$ cat config.mk
export PLATFORM = sky130hd
export DESIGN_NAME = refresh_timer_mode_control
export DESIGN_NICKNAME = d
export VERILOG_FILES = /design/src/hdl/refresh_timer_pkg.sv /design/src/hdl/refresh_timer_mode_control.sv
export VERILOG_INCLUDE_DIRS = /design/src /design/src/hdl
export SDC_FILE = /design/constraint.sdc
export NUM_CORES = 1
export LEC_CHECK = 0
export BUFFER_PORTS_ARGS = -buffer_cell sky130_fd_sc_hd__buf_4
export CAP_MARGIN = 40
export CORE_UTILIZATION = 25
export DETAILED_ROUTE_END_ITERATION = 7
export MAX_ROUTING_LAYER = met4
export PLACE_DENSITY_LB_ADDON = 0.25
export SLEW_MARGIN = 25
export SYNTH_ARGS = -nofsm -noshare
export SYNTH_HDL_FRONTEND = slang
export SYNTH_SLANG_ARGS = --single-unit
export TNS_END_PERCENT = 20
$ cat constraint.sdc
create_clock -name clk_i -period 2.48 [get_ports clk_i]
set_input_delay 0.496 -clock clk_i [delete_from_list [all_inputs] [get_ports clk_i]]
set_output_delay 0.496 -clock clk_i [all_outputs]
set_load 0.02 [all_outputs]
$ cat src/hdl/refresh_timer_regs.svh
// Register offsets, field positions and reset values of the refresh timer.
`ifndef REFRESH_TIMER_REGS_SVH
`define REFRESH_TIMER_REGS_SVH

// ==========================================================
// Register byte addresses on the Avalon-MM port.
`define RT_ADDR_W 4
`define RT_OFS_MODE 4'h0
`define RT_OFS_CSR 4'h4
`define RT_OFS_CNT 4'h8
`define RT_OFS_COR 4'hC

// ==========================================================
// Mode control fields.
`define RT_MC_SELF 7
`define RT_MC_PSE 6
`define RT_MC_DRE 5
`define RT_MC_STROBE 4
`define RT_MC_COL 3
`define RT_MC_PIN 2
`define RT_MC_RSV 1
`define RT_MC_CYC 0
`define RT_MC_RESET 8'h02
`define RT_MC_LOCK_MASK 8'h1D

// ==========================================================
// Timer control and status fields.
`define RT_CS_FLAG 7
`define RT_CS_IE 6
`define RT_CS_CKS_HI 5
`define RT_CS_CKS_LO 3
`define RT_CS_RSV_BITS 3'h7

// ==========================================================
// Counter and constant reset values, prescaler width.
`define RT_CNT_RESET 8'h00
`define RT_COR_RESET 8'hFF
`define RT_PRE_W 12

`endif

$ cat src/hdl/refresh_timer_pkg.sv
// Types shared by the refresh timer and its users.
package refresh_timer_pkg;

  // Operating mode decoded from the two memory-enable bits.
  typedef enum logic [1:0] {
    MODE_TIMER,
    MODE_DRAM,
    MODE_PSRAM,
    MODE_ILLEGAL
  } mem_mode_t;

  // Refresh sequencing state.
  typedef enum logic [1:0] {
    RF_IDLE,
    RF_PENDING,
    RF_BUSY
  } refresh_state_t;

  // Controls handed to the area 3 bus-cycle logic.
  typedef struct packed {
    mem_mode_t mode;
    logic cas_mode;
    logic col9;
    logic pin_enable;
    logic cycle_enable;
    logic three_state;
    logic wait_allowed;
    logic self_refresh;
  } area3_ctrl_t;

endpackage : refresh_timer_pkg

$ cat src/hdl/refresh_timer_mode_control.sv
// Refresh controller mode registers, interval counter and refresh request sequencing.
//
// Functional notes
// - Mode control register loads 0x02 on reset and hardware standby.
// - Self-refresh during software standby when one memory type enabled.
// - Enable bits decode to timer, dynamic, pseudo-static; both set illegal.
// - Memory enabled forces three-state area 3 cycles; two-state setting bars waits.
// - Memory enabled locks mode bits 0,2,3,4 and timer registers, flag clear allowed.
// - Strobe bit picks dual write-enable or dual column strobe, dynamic only.
// - Column bit picks 8 or 9 bit columns, dynamic only.
// - Pin enable drives refresh strobe pin, otherwise pin is general I/O.
// - Mode control bit 1 is read-only and reads 1.
// - Refresh cycles inserted only with cycle enable and a memory type.
// - Flag and irq enable clear in any standby; clock select only hardware.
// - Flag sets on match; cleared by read-as-one then write zero.
// - Irq enable gates interrupt; forced to 0 while a memory is enabled.
// - Clock select 0 stops; 1..7 divide by 2,8,32,128,512,2048,4096.
// - Match gives refresh request in memory mode, interrupt in timer mode.
// - Control register bits 2..0 are read-only and read 1.
// - Counter increments on tick; match sets flag and clears counter.
// - Counter clears on reset and entry to either standby.
// - Constant loads 0xFF on reset or hardware standby, kept in software standby.
// - First request after reset or standby only enters pending state.
// - Requests arriving during a refresh cycle are discarded.
`include "refresh_timer_regs.svh"

module refresh_timer_mode_control (
  input wire logic clk_i,
  input wire logic srst_i,
  input wire logic [`RT_ADDR_W-1:0] avs_address_i,
  input wire logic avs_read_i,
  input wire logic avs_write_i,
  input wire logic [31:0] avs_writedata_i,
  input wire logic [3:0] avs_byteenable_i,
  output logic [31:0] avs_readdata_o,
  output logic avs_waitrequest_o,
  input wire logic hw_standby_i,
  input wire logic sw_standby_i,
  input wire logic area3_three_state_access_i,
  input wire logic refresh_done_i,
  output refresh_timer_pkg::area3_ctrl_t area3_ctrl_o,
  output logic refresh_request_o,
  output logic refresh_cycle_o,
  output logic compare_interrupt_o
);
  import refresh_timer_pkg::*;

  // ==========================================================
  // Pin synchronisers and standby entry detection.

  // Synchroniser stages and the delayed software standby level.
  logic [1:0] hw_sync_q;
  logic [1:0] sw_sync_q;
  logic sw_seen_q;
  logic hw_stby;
  logic sw_stby;
  logic sw_entry;

  // Standby levels come from pins, so two flops precede any use.
  always_ff @(posedge clk_i) begin
    if (srst_i) begin
      hw_sync_q <= 2'b00;
      sw_sync_q <= 2'b00;
      sw_seen_q <= 1'b0;
    end else begin
      hw_sync_q <= {hw_sync_q[0], hw_standby_i};
      sw_sync_q <= {sw_sync_q[0], sw_standby_i};
      sw_seen_q <= sw_sync_q[1];
    end
  end

  // Hardware standby acts as a held reset; software standby acts on entry.
  // Limitation: a standby pulse shorter than one clock may be missed.
  assign hw_stby = hw_sync_q[1];
  assign sw_stby = sw_sync_q[1];
  assign sw_entry = sw_stby & ~sw_seen_q;

  // ==========================================================
  // Registers and mode decode.

  // Register state; the field layout follows the header constants.
  logic [7:0] mode_q;
  logic flag_q;
  logic ie_q;
  logic [2:0] cks_q;
  logic [7:0] cnt_q;
  logic [7:0] cor_q;
  logic armed_q;
  logic mem_on;
  logic dram_only;
  mem_mode_t mode;

  // Decode of the two enable bits, used by several processes.
  function automatic mem_mode_t decode_mode(input logic [7:0] m);
    unique case ({m[`RT_MC_PSE], m[`RT_MC_DRE]})
      2'b00: decode_mode = MODE_TIMER;
      2'b01: decode_mode = MODE_DRAM;
      2'b10: decode_mode = MODE_PSRAM;
      2'b11: decode_mode = MODE_ILLEGAL;
    endcase
  endfunction : decode_mode

  assign mode = decode_mode(mode_q);
  // Illegal setting is left unhandled beyond counting as memory enabled.
  assign mem_on = (mode != MODE_TIMER);
  assign dram_only = (mode == MODE_DRAM);

  // ==========================================================
  // Avalon-MM handshake: every access sees exactly one wait cycle.

  // Handshake state and the one-cycle transfer strobes.
  logic ack_q;
  logic req;
  logic wr_go;
  logic rd_go;

  assign req = avs_read_i | avs_write_i;
  assign avs_waitrequest_o = req & ~ack_q;
  assign wr_go = avs_write_i & ack_q & avs_byteenable_i[0];
  assign rd_go = avs_read_i & ack_q;

  // The ack flop gives registered read data a cycle to settle.
  always_ff @(posedge clk_i) begin
    if (srst_i) begin
      ack_q <= 1'b0;
    end else begin
      ack_q <= req & ~ack_q;
    end
  end

  // Read data is captured in the wait cycle and held through the answer.
  // An unmapped address reads as zero.
  always_ff @(posedge clk_i) begin
    if (srst_i) begin
      avs_readdata_o <= 32'h0000_0000;
    end else if (avs_read_i & ~ack_q) begin
      unique case (avs_address_i)
        `RT_OFS_MODE: avs_readdata_o <= {24'h00_0000, mode_q | 8'h02};
        `RT_OFS_CSR: avs_readdata_o <= {24'h00_0000, flag_q, ie_q, cks_q,
                                        `RT_CS_RSV_BITS};
        `RT_OFS_CNT: avs_readdata_o <= {24'h00_0000, cnt_q};
        `RT_OFS_COR: avs_readdata_o <= {24'h00_0000, cor_q};
        default: avs_readdata_o <= 32'h0000_0000;
      endcase
    end
  end

  // Per-register write strobes, qualified by the lock where it applies.
  logic wr_mode;
  logic wr_csr;
  logic wr_cnt;
  logic wr_cor;
  logic [7:0] wd;

  assign wd = avs_writedata_i[7:0];
  assign wr_mode = wr_go & (avs_address_i == `RT_OFS_MODE);
  assign wr_csr = wr_go & (avs_address_i == `RT_OFS_CSR);
  // Timer registers are locked while a memory type is enabled.
  assign wr_cnt = wr_go & (avs_address_i == `RT_OFS_CNT) & ~mem_on;
  assign wr_cor = wr_go & (avs_address_i == `RT_OFS_COR) & ~mem_on;

  // ==========================================================
  // Mode control register.

  // Bits 7, 6, 5 stay writable so software can leave a memory mode.
  always_ff @(posedge clk_i) begin
    if (srst_i | hw_stby) begin
      mode_q <= `RT_MC_RESET;
    end else if (wr_mode) begin
      if (mem_on) begin
        mode_q <= (mode_q & `RT_MC_LOCK_MASK) | (wd & ~`RT_MC_LOCK_MASK) | 8'h02;
      end else begin
        mode_q <= wd | 8'h02;
      end
    end
  end

  // ==========================================================
  // Timer control and status register.

  // Compare match on a prescaler tick, shared by flag, counter and sequencer.
  logic match_tick;

  // Clock select survives software standby, the enable does not.
  always_ff @(posedge clk_i) begin
    if (srst_i | hw_stby) begin
      cks_q <= 3'h0;
    end else if (wr_csr & ~mem_on) begin
      cks_q <= wd[`RT_CS_CKS_HI:`RT_CS_CKS_LO];
    end
  end

  // The irq enable cannot be set while a memory mode owns the timer.
  always_ff @(posedge clk_i) begin
    if (srst_i | hw_stby | sw_entry) begin
      ie_q <= 1'b0;
    end else if (mem_on) begin
      ie_q <= 1'b0;
    end else if (wr_csr) begin
      ie_q <= wd[`RT_CS_IE];
    end
  end

  // A read that sees the flag set arms the clear; any csr write disarms.
  always_ff @(posedge clk_i) begin
    if (srst_i | hw_stby | sw_entry) begin
      armed_q <= 1'b0;
    end else if (rd_go & (avs_address_i == `RT_OFS_CSR) & flag_q) begin
      armed_q <= 1'b1;
    end else if (wr_csr) begin
      armed_q <= 1'b0;
    end
  end

  // A match in the clearing cycle wins, so no event is lost.
  // Software that loses a clear to a match must read the flag again first.
  always_ff @(posedge clk_i) begin
    if (srst_i | hw_stby | sw_entry) begin
      flag_q <= 1'b0;
    end else if (match_tick) begin
      flag_q <= 1'b1;
    end else if (wr_csr & armed_q & ~wd[`RT_CS_FLAG]) begin
      flag_q <= 1'b0;
    end
  end

  // ==========================================================
  // Prescaler and counter.

  // Prescaler state and the selected tick.
  logic [`RT_PRE_W-1:0] pre_q;
  logic tick;

  // One free-running prescaler feeds every divide ratio.
  always_ff @(posedge clk_i) begin
    if (srst_i) begin
      pre_q <= '0;
    end else begin
      pre_q <= pre_q + {{(`RT_PRE_W-1){1'b0}}, 1'b1};
    end
  end

  // A tick fires when the low bits of the prescaler reach all ones.
  function automatic logic sel_tick(input logic [2:0] s,
                                    input logic [`RT_PRE_W-1:0] p);
    unique case (s)
      3'h0: sel_tick = 1'b0;
      3'h1: sel_tick = &p[0:0];
      3'h2: sel_tick = &p[2:0];
      3'h3: sel_tick = &p[4:0];
      3'h4: sel_tick = &p[6:0];
      3'h5: sel_tick = &p[8:0];
      3'h6: sel_tick = &p[10:0];
      3'h7: sel_tick = &p[11:0];
    endcase
  endfunction : sel_tick

  assign tick = sel_tick(cks_q, pre_q);
  // Standby entry wins over a match in the same cycle, as it clears the counter.
  assign match_tick = tick & (cnt_q == cor_q) & ~hw_stby & ~sw_entry;

  // A software write to the counter takes priority over counting.
  always_ff @(posedge clk_i) begin
    if (srst_i | hw_stby | sw_entry) begin
      cnt_q <= `RT_CNT_RESET;
    end else if (wr_cnt) begin
      cnt_q <= wd;
    end else if (match_tick) begin
      cnt_q <= `RT_CNT_RESET;
    end else if (tick) begin
      cnt_q <= cnt_q + 8'h01;
    end
  end

  // The constant survives software standby so the refresh interval is kept.
  always_ff @(posedge clk_i) begin
    if (srst_i | hw_stby) begin
      cor_q <= `RT_COR_RESET;
    end else if (wr_cor) begin
      cor_q <= wd;
    end
  end

  // ==========================================================
  // Refresh request sequencing.

  // Sequencer state and the request that drives it.
  refresh_state_t rf_q;
  logic rf_req;

  assign rf_req = match_tick & mem_on & mode_q[`RT_MC_CYC];

  // The first request only arms pending; later ones start a cycle.
  always_ff @(posedge clk_i) begin
    if (srst_i | hw_stby | sw_stby) begin
      rf_q <= RF_IDLE;
    end else begin
      unique case (rf_q)
        RF_IDLE: if (rf_req) rf_q <= RF_PENDING;
        RF_PENDING: if (rf_req) rf_q <= RF_BUSY;
        RF_BUSY: if (refresh_done_i) rf_q <= RF_PENDING;
        default: rf_q <= RF_IDLE; // The unused code falls back to idle.
      endcase
    end
  end

  // ==========================================================
  // Registered outputs.

  // Request, cycle and interrupt outputs are registered so they never glitch.
  always_ff @(posedge clk_i) begin
    if (srst_i) begin
      refresh_request_o <= 1'b0;
      refresh_cycle_o <= 1'b0;
      compare_interrupt_o <= 1'b0;
    end else begin
      refresh_request_o <= rf_req;
      refresh_cycle_o <= (rf_q == RF_BUSY);
      compare_interrupt_o <= flag_q & ie_q & ~mem_on;
    end
  end

  // Bus-cycle controls for area 3, one flop stage after the registers.
  // Self-refresh needs exactly one memory type; the illegal code never qualifies.
  always_ff @(posedge clk_i) begin
    if (srst_i) begin
      area3_ctrl_o <= '0;
    end else begin
      area3_ctrl_o.mode <= mode;
      area3_ctrl_o.cas_mode <= dram_only & mode_q[`RT_MC_STROBE];
      area3_ctrl_o.col9 <= dram_only & mode_q[`RT_MC_COL];
      area3_ctrl_o.pin_enable <= mode_q[`RT_MC_PIN];
      area3_ctrl_o.cycle_enable <= mem_on & mode_q[`RT_MC_CYC];
      area3_ctrl_o.three_state <= mem_on | area3_three_state_access_i;
      area3_ctrl_o.wait_allowed <= area3_three_state_access_i;
      area3_ctrl_o.self_refresh <= mode_q[`RT_MC_SELF] & sw_stby &
                                   (mode inside {MODE_DRAM, MODE_PSRAM});
    end
  end

endmodule : refresh_timer_mode_control

## After elaboration in Yosys (flattened, before gate mapping)

Index checks and enable logic that the tools add are counted.
Widths: inputs -> output; s select.

| word-level totals | value |
|---|---|
| flip-flop bits (word level) | 94 |
| latch bits | 0 |
| memory bits (writable) | 0 |
| memory bits (read-only) | 0 |
| input bits | 48 |
| output and inout port bits | 45 |
| memories | 0 |

| operators by class | value |
|---|---|
| add/sub/neg operators | 2 |
| multipliers | 0 |
| divide/modulo/power cells | 0 |
| $lt $le $gt $ge | 0 |
| eq/ne operators | 21 |
| shift-type cells | 0 |
| muxes and demuxes | 15 |
| bitwise operators | 41 |
| reductions and logical operators | 17 |

Operators with widths:

| operator | number |
|---|---|
| $mux 8 | 4 |
| $pmux 8 s4 | 1 |
| $and 1x1->1 | 29 |
| $add 12x1->12 const B | 1 |
| $eq 3x3->1 const B | 4 |
| $reduce_and 12->1 | 1 |
| $reduce_and 11->1 | 1 |
| $reduce_and 9->1 | 1 |
| $add 8x1->8 const B | 1 |
| $eq 2x2->1 const B | 4 |
| $eq 4x4->1 const B | 2 |
| $eq 8x8->1 | 1 |
| $or 5x8->8 | 1 |
| $pmux 1 s8 | 1 |
| $pmux 2 s4 | 1 |
| $reduce_bool 2->1 | 4 |
| $reduce_and 7->1 | 1 |
| $eq 2x1->1 const B | 3 |
| $eq 3x2->1 const B | 2 |
| $mux 2 | 3 |
| $ne 2x2->1 const B | 3 |
| $not 1->1 | 6 |
| $pmux 2 s3 | 1 |
| $reduce_and 3->1 | 2 |
| other kinds (10) | 18 |

## Longest topological paths before layout

| logic depth | value |
|---|---|
| depth after elaboration | 9 |
| depth in mapped cells | 13 |

## Worst setup path after synthesis

No wires, ideal clock.

| path | value |
|---|---|
| path kind | register to register |
| from | register pre_q[0] |
| to | register flag_q |
| setup time | 0.126 ns |
| arrival | 2.120 ns |
| required time | 2.354 ns |
| slack | 0.234 ns |
| cell stages (with the launch flop) | 14 |
| path buffers | 1 |
| period minus slack after synthesis | 2.246 ns |
| cell sequence | dfxtp_1 ha_1 nand4_1 inv_1 nand2_1 nor2_1 ha_1 mux2i_1 o32ai_1 o31ai_2 buf_2 inv_1 a22oi_1 nor3_1 |

| between the ends | value |
|---|---|
| word-level cells in the longest chain between the ends | 6 |

Ends and longest elaborated chain:

| item | RTL line | source |
|---|---|---|
| from (decl) | refresh_timer_mode_control.sv:231 | `` logic [`RT_PRE_W-1:0] pre_q; `` |
| from (signal assigned) | refresh_timer_mode_control.sv:239 | `` pre_q <= pre_q + {{(`RT_PRE_W-1){1'b0}}, 1'b1}; `` |
| $reduce_and 12->1, or another cell as far along | refresh_timer_mode_control.sv:254 | `3'h7: sel_tick = &p[11:0];` |
| $pmux 1 s8 (*) | refresh_timer_mode_control.sv:246 | `unique case (s)` |
| $and 1x1->1 (*) (3 in a row) | refresh_timer_mode_control.sv:260 | `assign match_tick = tick & (cnt_q == cor_q) & ~hw_stby & ~sw_entry;` |
| $mux 1 / $reduce_bool 2->1 (equally long branches) | n/a |  |
| to (signal assigned) | refresh_timer_mode_control.sv:219 | `flag_q <= 1'b0;` |
| to (signal assigned) | refresh_timer_mode_control.sv:221 | `flag_q <= 1'b1;` |
| to (signal assigned) | refresh_timer_mode_control.sv:223 | `flag_q <= 1'b0;` |
| to (decl) | refresh_timer_mode_control.sv:83 | `logic flag_q;` |

Mark *: on every way between the ends. The rest lies on a longest branch, timed or not.
A chain may end at the register's enable or synchronous reset.

## Worst setup path in the final report

| path | value |
|---|---|
| from | register pre_q[1] |
| to | register cnt_q[5] |

| between the ends | value |
|---|---|
| word-level cells in the longest chain between the ends | 7 |

Ends and longest elaborated chain:

| item | RTL line | source |
|---|---|---|
| $reduce_and 12->1, or another cell as far along | refresh_timer_mode_control.sv:254 |  |
| $pmux 1 s8 (*) | refresh_timer_mode_control.sv:246 |  |
| $and 1x1->1 (3 in a row) | refresh_timer_mode_control.sv:260 |  |
| $mux 8 | refresh_timer_mode_control.sv:268 | `end else if (match_tick) begin` |
| $mux 8 | refresh_timer_mode_control.sv:266 | `end else if (wr_cnt) begin` |
| to (signal assigned) | refresh_timer_mode_control.sv:265 | `` cnt_q <= `RT_CNT_RESET; `` |
| to (signal assigned) | refresh_timer_mode_control.sv:267 | `cnt_q <= wd;` |
| to (signal assigned) | refresh_timer_mode_control.sv:269 | `` cnt_q <= `RT_CNT_RESET; `` |
| to (decl) | refresh_timer_mode_control.sv:86 | `logic [7:0] cnt_q;` |

Marks and branches as above.

==> flow_summary.yaml <==
synth:
  synth_compound_area_share_pct: 11.9
  muxShareOfSynthArea_pct: 7.56
  synth_area_leader_cell: "dfxtp_1"
  yosysSeqAreaShare_pct: 41.5
  synthSimpleGateAreaFrac_pct: 23.0
  synth_area_per_cell_um2: 8.92
  synth_cell_types: 50
  yosys-top-cells-area: "dfxtp_1 42%, buf_4 5.6%, mux2i_1 4.5%"
  ys_warn_count: 0
  synthCells: 373
  synth_top_family_by_area: "simple AND/OR/NAND/NOR gates"
  synthAdderAreaFrac_pct: 3.76
  syn_area_um2: 3330
  yosysTopAreaCellShare_pct: 41.5
  synth-xor-area-share_pct: 3.69
  synth-edff-count: 0
  synthArstFlopShare_pct: 0
  yosys_register_bits: 69
  synth_ff_type: "dfxtp_1"
floorplan:
  die_w_um: 117
  initial_core_util_pct: 26.0
  ioPinCount: 93
  core-area_um2: 12800
  die_height_um: 117
  rows: 41
  dieArea_um2: 13800
final_layout:
  drive_gt1_share_pct: 22.4
  insertedDiodeCount: 0
  fillers: 1335
  nets: 479
  final_util_pct: 32.6
  syn_to_final_growth_pct: 25.1
  final_cell_mix: "67 x dfxtp_1, 54 x buf_4, 38 x nor2_1, 30 x nand2_1, 24 x conb_1"
  fin_cells: 597
  layout_commonest_cell: "dfxtp_1"
place:
  dp.final_hpwl_mm: 5.99
  portBuffers: 41
  place.gp.congestion: 0.753
  dp_slack_ps: 9.65
  dp.cells: 580
routing:
  first_pass_iters: 4
  avgViaCountPerCell: 4.44
  wirelength_mm: 8.04
  route.detailed.drc: 0
  via_count: 2650
  initialDrtViolationCount: 184
  ant_nets: 0
  wl_per_cell_um: 13.5
worst_setup_path:
  critPathTopFamily: "compound AO/OA/AOI/OAI gates"
  crit_path_cell_trace: "ha_2, nand4_1, inv_1, nand2_2, nor2_2, ha_2, mux2i_1, o32ai_2, o31ai_2, buf_4, buf_6, buf_4, o21ai_1, a31oi_1"
  worstPathArrival_ps: 2530
  path_class: "register to register"
  slowest_delay_ps: 320
  startpoint_type: "register"
  required_ps: 2730
  critPathCaptureType: "register"
  cp_max_fo: 9
  slowest_stage: "dfxtp_2"
  critPathBufInv: 4
grt:
  grt_usage_pct: 12.7
  grt_max_degree: 39
  grt_pass1_wl_mm: 13.3
  antenna_found_initial: 0
  gr-total-overflow: 0
  grt_pass1_vias: 2592
clock_tree:
  clkLatencyLatePin_ps: 330
  cts_tree: "built"
  clock-root-buffer: "clkbuf_16"
  clockBufferDepth: 2
  clkTransAtPathRegs_ps: 60
  numClockSinks: 69
  cts_inserted_buffers: 9
  cts-htree-levels: 3
  cts_hold_buffers: 0
timing:
  skew_ps: 9.69
  setup-tns-final_ps: 0
  setup_viol: 0
  max-slew-margin-rel_pct: 61.1
  fin_crit_ps: 2270
  slew_viol_final: 0
  hold_viol: 0
  fin_ws_ps: 207
  tightest_slew_ps: 581
  fmax_mhz: 440
  finalCritPeriodShare_pct: 91.6
min_path:
  hp-class: "input pin to register"
status:
  outcome: "finished clean"
pwr:
  irDropWorstVdd_mv: 0.284
  total_power_mw: 2.70
  p_leak_nw: 1.68
  p_per_area_nw_per_um2: 649
run:
  maxCapViolations: 0
final timing paths:
check	startpoint	end	slack (ps)	depth (start not counted)
hold / removal	sw_standby_i	sw_sync_q[0]	380	2
setup / recovery	pre_q[1]	cnt_q[5]	210	14
hold reg to reg	sw_sync_q[0]	sw_sync_q[1]	440	1
setup reg to reg	pre_q[1]	cnt_q[5]	210	14
final cells by class:
type                    count  area (µm²)  area share [%]
clock inverters             3        68.8            1.65
repair buffers             55         417            10.0
clock buffers              12         256            6.17
flip-flops and latches     69        1380            33.3
inverters                   8        30.0           0.722
well taps                 172         215            5.17
multi-input cells         278        1790            43.0
sequential cells by signal, indices dropped and copies added (netlist names), 2 cells and up:
| register | flops |
|---|---|
| sw_sync_q | 2 |
| cnt_q | 8 |
| pre_q | 12 |
| rf_q | 2 |
| area3_ctrl_o | 9 |
| cor_q | 8 |
| cks_q | 3 |
| mode_q | 7 |
| avs_readdata_o | 8 |
| hw_sync_q | 2 |
metrics by stage:
| step | hold slack [ps] | instance area (µm²) |
|---|---|---|
| floorplan | 414 | 3410 |
| global placement | 435 | 3770 |
| detailed placement | 435 | 3770 |
| CTS | 377 | 4100 |
| global route | 397 | 4160 |
| finish | 379 | 4160 |
power by group:
group / internal (mW) / switching [mW] / total [mW]
combinational: 0.0631 / 0.113 / 0.176
clock: 0.931 / 0.459 / 1.39
sequential: 1.12 / 0.0108 / 1.13
per-layer routing:
| metal | GRT usage (%) | up-vias | wire, µm |
|---|---|---|---|
| met5 | - | - | 0 |
| met4 | 3.90 | 0 | 110 |
| met2 | 19.7 | 57 | 3800 |
| met3 | 3.89 | 9 | 410 |
| met1 | 15.7 | 1238 | 3720 |
| li1 | - | 1346 | - |
cell usage after synthesis (all sizes together), types with 3 or more instances:
master	instances
o31ai	3
a21oi	21
ha	10
a22oi	5
o21ai	18
nand3	14
mux2i	15
nor2	40
a2111oi	3
nor3	13
buf	31
nor3b	3
xnor2	6
nand3b	6
clkbuf	10
dfxtp	69
or3	5
nand4	3
and3	6
inv	8
nand2b	5
a211oi	3
nand2	31
nor2b	13
xor2	8
a31oi	6
mux4	4
logic make-up after synthesis:
group | count (synthesis)
flip-flops | 69
AO/OA/AOI/OAI | 64
multiplexers | 20
adder cells (fa/ha/maj) | 10
XOR/XNOR | 14
AND/OR/NAND/NOR | 146
other | 1
buffers and inverters | 49
repair_timing:
item	4_1_cts	5_1_grt
setup buffers	0	2
endpoints found under the setup margin	3	11
pin swaps	1	8
resized for setup	0	13
(Power assumes the default switching activity.)
